`src/common/t16w_regs.svh`:
```
`ifndef T16W_REGS_SVH
`define T16W_REGS_SVH

// Register offsets (word per offset, 16-bit data port)
`define T16W_ADDR_CTRL_A     8'h2F
`define T16W_ADDR_CTRL_B     8'h2E
`define T16W_ADDR_COUNT      8'h30
`define T16W_ADDR_CMP_A      8'h31
`define T16W_ADDR_CMP_B      8'h32
`define T16W_ADDR_CAPTOP     8'h33
`define T16W_ADDR_IRQ_STAT   8'h34
`define T16W_ADDR_IRQ_MASK   8'h35
`define T16W_ADDR_PORT_DIR   8'h36
`define T16W_ADDR_PORT_DATA  8'h37

// Field positions
`define T16W_CTRLA_OMODE_A   7:6
`define T16W_CTRLA_OMODE_B   5:4
`define T16W_CTRLA_MODE_LO   1:0
`define T16W_CTRLA_WR_MASK   8'hF3
`define T16W_CTRLB_MODE_HI   4:3
`define T16W_STAT_OVF        0
`define T16W_STAT_MATCH_A    1
`define T16W_STAT_MATCH_B    2

// Reset values
`define T16W_RST_CTRL_A      8'h00
`define T16W_RST_CTRL_B      2'h0
`define T16W_RST_WORD        16'h0000
`define T16W_RST_STAT        3'h0

// Counter limits
`define T16W_BOTTOM          16'h0000
`define T16W_MAX             16'hFFFF
`define T16W_TOP_8BIT        16'h00FF
`define T16W_TOP_9BIT        16'h01FF
`define T16W_TOP_10BIT       16'h03FF

`endif

```
`src/common/t16w_pkg.sv`:
```
`default_nettype none
package t16w_pkg;

   typedef enum logic [2:0] {
      CLS_NORMAL,
      CLS_CTC,
      CLS_FAST,
      CLS_PHASE,
      CLS_PHFREQ,
      CLS_RSVD
   } t16w_cls_t;

   typedef enum logic [2:0] {
      TOP_FULL,
      TOP_8BIT,
      TOP_9BIT,
      TOP_10BIT,
      TOP_CMP_A,
      TOP_CAPTURE
   } t16w_top_src_t;

   typedef struct packed {
      t16w_cls_t     cls;
      t16w_top_src_t top_src;
      logic          msb;
   } t16w_mode_info_t;

   typedef struct packed {
      logic out;
      logic oe;
   } t16w_pin_t;

endpackage
`default_nettype wire

```
`src/rtl/t16w_top.sv`:
```
`timescale 1ns/1ps
`default_nettype none
`include "t16w_regs.svh"
module t16w_top (
   input  wire logic        clk,
   input  wire logic        sys_rst,
   input  wire logic        timer_tick_enable,
   input  wire logic [7:0]  reg_addr,
   input  wire logic [15:0] reg_wdata,
   input  wire logic        reg_wr,
   input  wire logic        reg_rd,
   output logic      [15:0] reg_rdata,
   output logic             wave_out_a,
   output logic             wave_out_a_oe,
   output logic             wave_out_b,
   output logic             wave_out_b_oe,
   output logic             irq
);

   localparam int NCH = 2;

   // Register state
   logic [7:0]  ctrl_a_ff;
   logic [7:0]  nxt_ctrl_a;
   logic [1:0]  ctrl_b_ff;
   logic [1:0]  nxt_ctrl_b;
   logic [15:0] cap_ff;
   logic [15:0] nxt_cap;
   logic [1:0]  dir_ff;
   logic [1:0]  nxt_dir;
   logic [1:0]  pdata_ff;
   logic [1:0]  nxt_pdata;
   logic [2:0]  stat_ff;
   logic [2:0]  nxt_stat;
   logic [2:0]  mask_ff;
   logic [2:0]  nxt_mask;
   logic        irq_ff;
   logic        nxt_irq;
   logic [15:0] rdata_ff;
   logic [15:0] nxt_rdata;

   // Counter and compare state
   logic [15:0] cnt_ff;
   logic [15:0] nxt_cnt;
   logic        up_ff;
   logic        nxt_up;
   logic [15:0] buf_ff     [NCH];
   logic [15:0] nxt_buf    [NCH];
   logic [15:0] act_ff     [NCH];
   logic [15:0] nxt_act    [NCH];

   t16w_pkg::t16w_pin_t pin_ff  [NCH];
   t16w_pkg::t16w_pin_t nxt_pin [NCH];

   // Decoded mode and events
   t16w_pkg::t16w_mode_info_t info;
   logic [3:0]  waveform_mode_sel;
   logic [15:0] top_val;
   logic        dual;
   logic        immediate;
   logic        at_top;
   logic        at_bottom;
   logic        ovf_evt;
   logic        load_evt;
   logic [1:0]  match;
   logic [1:0]  cmp_at_top;
   logic [1:0]  wave;
   logic [1:0]  connected;
   logic [1:0]  omode [NCH];
   logic [2:0]  evt;
   logic [2:0]  clr;

   assign waveform_mode_sel = {ctrl_b_ff, ctrl_a_ff[`T16W_CTRLA_MODE_LO]};
   assign omode[0] = ctrl_a_ff[`T16W_CTRLA_OMODE_A];
   assign omode[1] = ctrl_a_ff[`T16W_CTRLA_OMODE_B];

   t16w_mode_dec u_dec (
      .waveform_mode_sel (waveform_mode_sel),
      .info              (info)
   );

   // Top value and mode class
   always_comb begin
      case (info.top_src)
         t16w_pkg::TOP_8BIT:    top_val = `T16W_TOP_8BIT;
         t16w_pkg::TOP_9BIT:    top_val = `T16W_TOP_9BIT;
         t16w_pkg::TOP_10BIT:   top_val = `T16W_TOP_10BIT;
         t16w_pkg::TOP_CMP_A:   top_val = act_ff[0];
         t16w_pkg::TOP_CAPTURE: top_val = cap_ff;
         default:               top_val = `T16W_MAX;
      endcase
      dual = (info.cls == t16w_pkg::CLS_PHASE) || (info.cls == t16w_pkg::CLS_PHFREQ);
      immediate = (info.cls == t16w_pkg::CLS_NORMAL) || (info.cls == t16w_pkg::CLS_CTC) ||
                  (info.cls == t16w_pkg::CLS_RSVD);
   end

   // Tick-qualified events
   always_comb begin
      at_top    = timer_tick_enable && (cnt_ff == top_val);
      at_bottom = timer_tick_enable && (cnt_ff == `T16W_BOTTOM);
      case (info.cls)
         t16w_pkg::CLS_NORMAL, t16w_pkg::CLS_CTC: begin
            ovf_evt  = timer_tick_enable && (cnt_ff == `T16W_MAX);
            load_evt = 1'b0;
         end
         t16w_pkg::CLS_PHASE: begin
            ovf_evt  = at_bottom;
            load_evt = at_top;
         end
         t16w_pkg::CLS_PHFREQ: begin
            ovf_evt  = at_bottom;
            load_evt = at_bottom;
         end
         t16w_pkg::CLS_FAST: begin
            ovf_evt  = at_top;
            load_evt = at_bottom;
         end
         default: begin
            ovf_evt  = 1'b0;
            load_evt = 1'b0;
         end
      endcase
   end

   // Counter sequence
   // A software write to the count wins over the tick in the same cycle.
   // Single slope wraps once the count reaches or passes top, so a top
   // lowered below the running count still wraps instead of running to max.
   // Dual slope turns at top and steps down on that same tick, so top
   // stands for one tick only and the period is twice top.
   // Leaving a dual-slope mode forces counting upward again.
   // Reserved mode 13 freezes the count; a count write still lands.
   always_comb begin
      nxt_cnt = cnt_ff;
      nxt_up  = up_ff;
      if (!dual) begin
         nxt_up = 1'b1;
      end
      if (reg_wr && reg_addr == `T16W_ADDR_COUNT) begin
         nxt_cnt = reg_wdata;
      end else if (timer_tick_enable && info.cls != t16w_pkg::CLS_RSVD) begin
         if (dual) begin
            if (up_ff) begin
               if (cnt_ff >= top_val) begin
                  nxt_up  = 1'b0;
                  nxt_cnt = (cnt_ff == `T16W_BOTTOM) ? cnt_ff : cnt_ff - 16'h0001;
               end else begin
                  nxt_cnt = cnt_ff + 16'h0001;
               end
            end else if (cnt_ff == `T16W_BOTTOM) begin
               nxt_up  = 1'b1;
               nxt_cnt = cnt_ff + 16'h0001;
            end else begin
               nxt_cnt = cnt_ff - 16'h0001;
            end
         end else if (info.cls != t16w_pkg::CLS_NORMAL && cnt_ff >= top_val) begin
            nxt_cnt = `T16W_BOTTOM;
         end else begin
            nxt_cnt = cnt_ff + 16'h0001;
         end
      end
   end

   always_ff @(posedge clk) begin
      if (sys_rst) begin
         cnt_ff <= `T16W_RST_WORD;
         up_ff  <= 1'b1;
      end else begin
         cnt_ff <= nxt_cnt;
         up_ff  <= nxt_up;
      end
   end

   // Per-channel compare, waveform and pin
   genvar gi;
   generate
      for (gi = 0; gi < NCH; gi++) begin : g_chan
         always_comb begin
            nxt_buf[gi] = buf_ff[gi];
            if (reg_wr && reg_addr == (`T16W_ADDR_CMP_A + 8'(gi))) begin
               nxt_buf[gi] = reg_wdata;
            end
            if (immediate) begin
               nxt_act[gi] = nxt_buf[gi];
            end else if (load_evt) begin
               nxt_act[gi] = buf_ff[gi];
            end else begin
               nxt_act[gi] = act_ff[gi];
            end
            match[gi]      = timer_tick_enable && (cnt_ff == act_ff[gi]);
            cmp_at_top[gi] = (act_ff[gi] == top_val);
            nxt_pin[gi].out = connected[gi] ? wave[gi] : pdata_ff[gi];
            nxt_pin[gi].oe  = dir_ff[gi];
         end

         t16w_out_chan #(
            .CHAN_A (gi == 0)
         ) u_chan (
            .clk        (clk),
            .sys_rst    (sys_rst),
            .info       (info),
            .out_mode   (omode[gi]),
            .match      (match[gi]),
            .at_bottom  (at_bottom),
            .up         (up_ff),
            .cmp_at_top (cmp_at_top[gi]),
            .wave       (wave[gi]),
            .connected  (connected[gi])
         );

         always_ff @(posedge clk) begin
            if (sys_rst) begin
               buf_ff[gi] <= `T16W_RST_WORD;
               act_ff[gi] <= `T16W_RST_WORD;
               pin_ff[gi] <= '0;
            end else begin
               buf_ff[gi] <= nxt_buf[gi];
               act_ff[gi] <= nxt_act[gi];
               pin_ff[gi] <= nxt_pin[gi];
            end
         end
      end
   endgenerate

   assign wave_out_a    = pin_ff[0].out;
   assign wave_out_a_oe = pin_ff[0].oe;
   assign wave_out_b    = pin_ff[1].out;
   assign wave_out_b_oe = pin_ff[1].oe;

   // Register file, status flags and read port
   // The interrupt follows the next status and mask, so it moves in step
   // with the flags and never lags a clear by an extra cycle.
   always_comb begin
      nxt_ctrl_a = ctrl_a_ff;
      nxt_ctrl_b = ctrl_b_ff;
      nxt_cap    = cap_ff;
      nxt_dir    = dir_ff;
      nxt_pdata  = pdata_ff;
      nxt_mask   = mask_ff;
      clr        = 3'h0;
      if (reg_wr) begin
         case (reg_addr)
            `T16W_ADDR_CTRL_A:    nxt_ctrl_a = reg_wdata[7:0] & `T16W_CTRLA_WR_MASK;
            `T16W_ADDR_CTRL_B:    nxt_ctrl_b = reg_wdata[`T16W_CTRLB_MODE_HI];
            `T16W_ADDR_CAPTOP:    nxt_cap    = reg_wdata;
            `T16W_ADDR_PORT_DIR:  nxt_dir    = reg_wdata[1:0];
            `T16W_ADDR_PORT_DATA: nxt_pdata  = reg_wdata[1:0];
            `T16W_ADDR_IRQ_MASK:  nxt_mask   = reg_wdata[2:0];
            `T16W_ADDR_IRQ_STAT:  clr        = reg_wdata[2:0];
            default:              clr        = 3'h0;
         endcase
      end
      evt = 3'h0;
      evt[`T16W_STAT_OVF]     = ovf_evt;
      evt[`T16W_STAT_MATCH_A] = match[0];
      evt[`T16W_STAT_MATCH_B] = match[1];
      // A new event in the clearing cycle keeps its flag
      nxt_stat = (stat_ff & ~clr) | evt;
      nxt_irq  = |(nxt_stat & nxt_mask);
      nxt_rdata = 16'h0000;
      if (reg_rd) begin
         case (reg_addr)
            `T16W_ADDR_CTRL_A:    nxt_rdata = {8'h00, ctrl_a_ff};
            `T16W_ADDR_CTRL_B:    nxt_rdata = {11'h000, ctrl_b_ff, 3'h0};
            `T16W_ADDR_COUNT:     nxt_rdata = cnt_ff;
            `T16W_ADDR_CMP_A:     nxt_rdata = buf_ff[0];
            `T16W_ADDR_CMP_B:     nxt_rdata = buf_ff[1];
            `T16W_ADDR_CAPTOP:    nxt_rdata = cap_ff;
            `T16W_ADDR_IRQ_STAT:  nxt_rdata = {13'h0000, stat_ff};
            `T16W_ADDR_IRQ_MASK:  nxt_rdata = {13'h0000, mask_ff};
            `T16W_ADDR_PORT_DIR:  nxt_rdata = {14'h0000, dir_ff};
            `T16W_ADDR_PORT_DATA: nxt_rdata = {14'h0000, pdata_ff};
            default:              nxt_rdata = 16'h0000;
         endcase
      end
   end

   always_ff @(posedge clk) begin
      if (sys_rst) begin
         ctrl_a_ff <= `T16W_RST_CTRL_A;
         ctrl_b_ff <= `T16W_RST_CTRL_B;
         cap_ff    <= `T16W_RST_WORD;
         dir_ff    <= 2'h0;
         pdata_ff  <= 2'h0;
         stat_ff   <= `T16W_RST_STAT;
         mask_ff   <= `T16W_RST_STAT;
         irq_ff    <= 1'b0;
         rdata_ff  <= `T16W_RST_WORD;
      end else begin
         ctrl_a_ff <= nxt_ctrl_a;
         ctrl_b_ff <= nxt_ctrl_b;
         cap_ff    <= nxt_cap;
         dir_ff    <= nxt_dir;
         pdata_ff  <= nxt_pdata;
         stat_ff   <= nxt_stat;
         mask_ff   <= nxt_mask;
         irq_ff    <= nxt_irq;
         rdata_ff  <= nxt_rdata;
      end
   end

   assign reg_rdata = rdata_ff;
   assign irq       = irq_ff;

endmodule // t16w_top
`default_nettype wire

```
`src/rtl/t16w_mode_dec.sv`:
```
`timescale 1ns/1ps
`default_nettype none
module t16w_mode_dec (
   input  wire logic [3:0]              waveform_mode_sel,
   output var t16w_pkg::t16w_mode_info_t info
);

   always_comb begin
      info.msb     = waveform_mode_sel[3];
      info.cls     = t16w_pkg::CLS_RSVD;
      info.top_src = t16w_pkg::TOP_FULL;
      case (waveform_mode_sel)
         4'h0: begin
            info.cls = t16w_pkg::CLS_NORMAL;
         end
         4'h1: begin
            info.cls     = t16w_pkg::CLS_PHASE;
            info.top_src = t16w_pkg::TOP_8BIT;
         end
         4'h2: begin
            info.cls     = t16w_pkg::CLS_PHASE;
            info.top_src = t16w_pkg::TOP_9BIT;
         end
         4'h3: begin
            info.cls     = t16w_pkg::CLS_PHASE;
            info.top_src = t16w_pkg::TOP_10BIT;
         end
         4'h4: begin
            info.cls     = t16w_pkg::CLS_CTC;
            info.top_src = t16w_pkg::TOP_CMP_A;
         end
         4'h5: begin
            info.cls     = t16w_pkg::CLS_FAST;
            info.top_src = t16w_pkg::TOP_8BIT;
         end
         4'h6: begin
            info.cls     = t16w_pkg::CLS_FAST;
            info.top_src = t16w_pkg::TOP_9BIT;
         end
         4'h7: begin
            info.cls     = t16w_pkg::CLS_FAST;
            info.top_src = t16w_pkg::TOP_10BIT;
         end
         4'h8: begin
            info.cls     = t16w_pkg::CLS_PHFREQ;
            info.top_src = t16w_pkg::TOP_CAPTURE;
         end
         4'h9: begin
            info.cls     = t16w_pkg::CLS_PHFREQ;
            info.top_src = t16w_pkg::TOP_CMP_A;
         end
         4'hA: begin
            info.cls     = t16w_pkg::CLS_PHASE;
            info.top_src = t16w_pkg::TOP_CAPTURE;
         end
         4'hB: begin
            info.cls     = t16w_pkg::CLS_PHASE;
            info.top_src = t16w_pkg::TOP_CMP_A;
         end
         4'hC: begin
            info.cls     = t16w_pkg::CLS_CTC;
            info.top_src = t16w_pkg::TOP_CAPTURE;
         end
         4'hE: begin
            info.cls     = t16w_pkg::CLS_FAST;
            info.top_src = t16w_pkg::TOP_CAPTURE;
         end
         4'hF: begin
            info.cls     = t16w_pkg::CLS_FAST;
            info.top_src = t16w_pkg::TOP_CMP_A;
         end
         default: begin
            info.cls = t16w_pkg::CLS_RSVD;
         end
      endcase
   end

endmodule // t16w_mode_dec
`default_nettype wire

```
`src/rtl/t16w_out_chan.sv`:
```
`timescale 1ns/1ps
`default_nettype none
module t16w_out_chan #(
   parameter bit CHAN_A = 1'b1
) (
   input  wire logic                      clk,
   input  wire logic                      sys_rst,
   input  wire t16w_pkg::t16w_mode_info_t info,
   input  wire logic [1:0]                out_mode,
   input  wire logic                      match,
   input  wire logic                      at_bottom,
   input  wire logic                      up,
   input  wire logic                      cmp_at_top,
   output logic                           wave,
   output logic                           connected
);

   logic wave_ff;
   logic nxt_wave;
   logic pwm;

   assign wave = wave_ff;

   always_comb begin
      pwm = (info.cls == t16w_pkg::CLS_FAST) || (info.cls == t16w_pkg::CLS_PHASE) ||
            (info.cls == t16w_pkg::CLS_PHFREQ);
      connected = (out_mode != 2'b00);
      if (pwm && out_mode == 2'b01 && !(info.msb && CHAN_A)) begin
         connected = 1'b0;
      end
      nxt_wave = wave_ff;
      case (info.cls)
         t16w_pkg::CLS_NORMAL, t16w_pkg::CLS_CTC: begin
            if (match) begin
               case (out_mode)
                  2'b01:   nxt_wave = ~wave_ff;
                  2'b10:   nxt_wave = 1'b0;
                  2'b11:   nxt_wave = 1'b1;
                  default: nxt_wave = wave_ff;
               endcase
            end
         end
         t16w_pkg::CLS_FAST: begin
            if (out_mode == 2'b01) begin
               if (connected && match) begin
                  nxt_wave = ~wave_ff;
               end
            end else if (out_mode[1]) begin
               if (at_bottom) begin
                  nxt_wave = ~out_mode[0];
               end else if (match && !cmp_at_top) begin
                  nxt_wave = out_mode[0];
               end
            end
         end
         t16w_pkg::CLS_PHASE, t16w_pkg::CLS_PHFREQ: begin
            if (match) begin
               if (out_mode == 2'b01) begin
                  nxt_wave = connected ? ~wave_ff : wave_ff;
               end else if (out_mode[1]) begin
                  nxt_wave = up ? out_mode[0] : ~out_mode[0];
               end
            end
         end
         default: nxt_wave = wave_ff;
      endcase
   end

   always_ff @(posedge clk) begin
      if (sys_rst) begin
         wave_ff <= 1'b0;
      end else begin
         wave_ff <= nxt_wave;
      end
   end

endmodule // t16w_out_chan
`default_nettype wire

```
`config.mk`:
```
export PLATFORM = sky130hd
export DESIGN_NAME = t16w_top
export DESIGN_NICKNAME = d
export VERILOG_FILES = /design/src/common/t16w_pkg.sv /design/src/rtl/t16w_top.sv /design/src/rtl/t16w_mode_dec.sv /design/src/rtl/t16w_out_chan.sv
export VERILOG_INCLUDE_DIRS = /design/src /design/src/common
export SDC_FILE = /design/constraint.sdc
export NUM_CORES = 1
export LEC_CHECK = 0
export BUFFER_PORTS_ARGS = -buffer_cell sky130_fd_sc_hd__buf_2
export CAP_MARGIN = 15
export CORE_MARGIN = 5
export CORE_UTILIZATION = 60
export DETAILED_ROUTE_END_ITERATION = 8
export GPL_TIMING_DRIVEN = 0
export PLACE_DENSITY_LB_ADDON = 0.15
export SETUP_SLACK_MARGIN = 0.15
export SLEW_MARGIN = 20
export SYNTH_ARGS = -nofsm -noshare
export SYNTH_HDL_FRONTEND = slang
export SYNTH_SLANG_ARGS = --single-unit
export TNS_END_PERCENT = 1
```
`constraint.sdc`:
```
create_clock -name clk -period 7.2 [get_ports clk]
set_input_delay 1.44 -clock clk [delete_from_list [all_inputs] [get_ports clk]]
set_output_delay 1.44 -clock clk [all_outputs]
set_load 0.05 [all_outputs]
```
==> metrics <==
Pleak 3.38 nW; r2r worst-path depth 18; Routed Wire Length 33.8 mm; worst-skew pair later-pin latency 440 ps; post-DR vias/cell 6.88; number of enable flip-flop cells after synthesis 0; post-synthesis async set-or-reset flop share 0%; setup tns final 0 ps; Die ar. 16900 µm²; WS Path Type reg2reg; synthesized flop and latch total 138; final critical-path required period 5570 ps; RD Place Congestion 1.10; Worst Path Max Fanout 10; diodes inserted 0; Num Clock Sinks 138; Hold Path Depth 2; most frequent cell after synthesis nand2_1; Layout Cells excl Fill 1401; # setup viols final 0; CTS Buf Count 17; Die X 130 µm; Synth Flop Type dfxtp_1; largest net degree at the start of global routing 17; Worst-Margin Slew 1120 ps; wire length of the first global-routing pass 51.4 mm; number of hold buffers added after CTS 0; hold slack 468 ps; crit end category register; GRT Max-Usage Layer met2; Syn Nets 1197; Fin. Hold Viols 0; Ys Warns 0; crit path DAT 5900 ps; Slew HR 24.4%; global-route met1 utilization 55.8%; status finished, final reports clean; peak supply drop 0.196 mV; Cell Area, Synth 8610 µm²; CTS max path bufs 2; post-route antenna net violation count 0; antenna violations before repair 0; top cells by area, synth dfxtp_1 (32%), nand2_1 (8.5%), a21oi_1 (8.3%), a22oi_1 (3.9%), nor2_1 (3.9%); FF-to-FF setup slack 1630 ps; filler cell count 1245; met2 GRT Util 59.6%; DR DRC count 0; Post-CTS Resized 0; top post-synthesis cells by count nand2_1 (195), a21oi_1 (143), dfxtp_1 (138); H-tree depth 4; DRT iter0 DRCs 1621; grt ovf 0; nets@finish 1262; PortBufs 46; GRT Overall Usage 40.2%; setup ws final 1630 ps; I/O pin total 50; dominant cell type by area after synthesis dfxtp_1; required time worst endpoint 7540 ps; area grow syn2layout 11.6%; CTS Root Cell clkbuf_16; total chip power 1.77 mW; Post-DP HPWL 25.6 mm; Worst Hold Class reg2reg; CTS tree built; M3 GR Usage 10.1%; Avg Synthesized Cell Area 7.54 µm²; Site Rows 43; RSZ-0062 raised after global routing no; DR vias 9639; Max-Cap Viols 0; Cells after Synth 1143; sequential-to-total area share from yosys stat 32.1%; Place WS 1900 ps; Post-CTS Setup Bufs 0; distinct cell type count of the synthesized netlist 81; vias in the first global route 8629; DP Cell Count 1369; fmax 0.180 GHz; period utilization 77.3%; first drt pass iteration count 9; WL/cell 24.1 µm; layout cells sized above 1 10.1%; Synth top area share 32.1%; Starting Density 61.6%; Clock Pin Slew Worst Setup and Hold Paths 70 ps; DIE HEIGHT 130 µm; CP Launch Type register; Slew Viols, Final 0; Core ar. 14000 µm²; clk_skew 16.3 ps; Cell Pwr Density 184 nW/µm²
placed cells by master (no fill, tap or decap), types with 7 or more instances in the layout:
cell       netlist  layout
xnor2_1         27      27
a22o_1           9       9
nand4_1         12      12
buf_2            7      53
nor2b_1         16      16
nor2_1          90      90
and3_1           7       7
a22oi_1         45      45
a31oi_1         10      10
nand2b_1        11      11
o221ai_1         9       9
mux2i_1         13      13
a21oi_1        143     143
dfxtp_1        138     138
nor4_1          17      17
inv_1           30      30
nand2_1        195     195
xor2_1          25      25
o21ai_1          7       7
nand3_1         21      21
clkbuf_16        0      17
a222oi_1        19      19
o22ai_1          7       7
nor3_1          22      22
and2_1           8       8
a31o_2           8       8
ha_1            25      25
clkbuf_1        70      71
a211oi_1         9       9
o21ai_0         34      34
through the flow:
| stage | instance area [µm²] | utilization (%) |
|---|---|---|
| 2_1_floorplan | 8610 | - |
| 3_3_place_gp | 9070 | 64.8 |
| 3_5_place_dp | 9070 | 64.8 |
| 4_1_cts | 9620 | 68.7 |
| 5_1_grt | 9620 | 68.7 |
| 6_report | 9620 | 68.7 |
worst paths after layout:
kind,startpoint,to
hold / removal,buf_ff[1][6],act_ff[1][6]
setup / recovery,ctrl_a_ff[0],cnt_ff[9]
setup reg to reg,ctrl_a_ff[0],cnt_ff[9]
hold reg to reg,buf_ff[1][6],act_ff[1][6]
layer usage:
layer,routed length (µm),part of all wire (%)
met5,0,0
met2,14300,42
met3,4720,14
met1,13100,39
met4,1740,5.2
final cells by class:
class / instances / area (µm²) / share of cell area (%)
Multi-Input combinational cell: 889 / 5390 / 56.0
Clock buffer: 19 / 443 / 4.61
Timing Repair Buffer: 46 / 230 / 2.39
Sequential cell: 138 / 2760 / 28.7
Clock inverter: 13 / 104 / 1.08
Buffer: 86 / 350 / 3.64
Tap cell: 180 / 225 / 2.34
Inverter: 30 / 113 / 1.17
critical path: stages (launching register included):
cell and delay (ps):
dfxtp_1 330, clkbuf_1 360, buf_2 340, buf_1 420, clkbuf_1 530, nor2_1 80
a31o_2 260, nand2_1 60, o21ai_0 140, ha_1 350, a21oi_1 150, o21ai_0 130
a221o_1 420, a21oi_1 380, nor3_1 80, o21ai_1 590, clkbuf_1 480, nor2_1 70
nor4_1 280
power breakdown:
part	total (mW)	internal, mW	switching, mW
logic	0.158	0.0469	0.111
registers	0.778	0.770	0.00797
clock network	0.833	0.457	0.376
total	1.77	1.27	0.494
state kept, by name, indices dropped and copies added (netlist names):
name / cells
ctrl_a_ff: 6
dir_ff: 2
ctrl_b_ff: 2
irq: 1
buf_ff: 32
pdata_ff: 2
up_ff: 1
mask_ff: 3
cap_ff: 16
act_ff: 32
pin_ff: 4
g_chan.u_chan.wave: 2
reg_rdata: 16
cnt_ff: 16
stat_ff: 3
kinds of logic after synthesis:
| group | share of synthesized area [%] |
|---|---|
| AND/OR/NAND/NOR | 23.6 |
| AO/OA/AOI/OAI | 28.0 |
| flip-flops | 32.1 |
| buffers and inverters | 5.37 |
| XOR/XNOR | 5.29 |
| adder cells (fa/ha/maj) | 3.63 |
| multiplexers | 2.03 |
No activity file was read; power rests on OpenSTA's default activity.
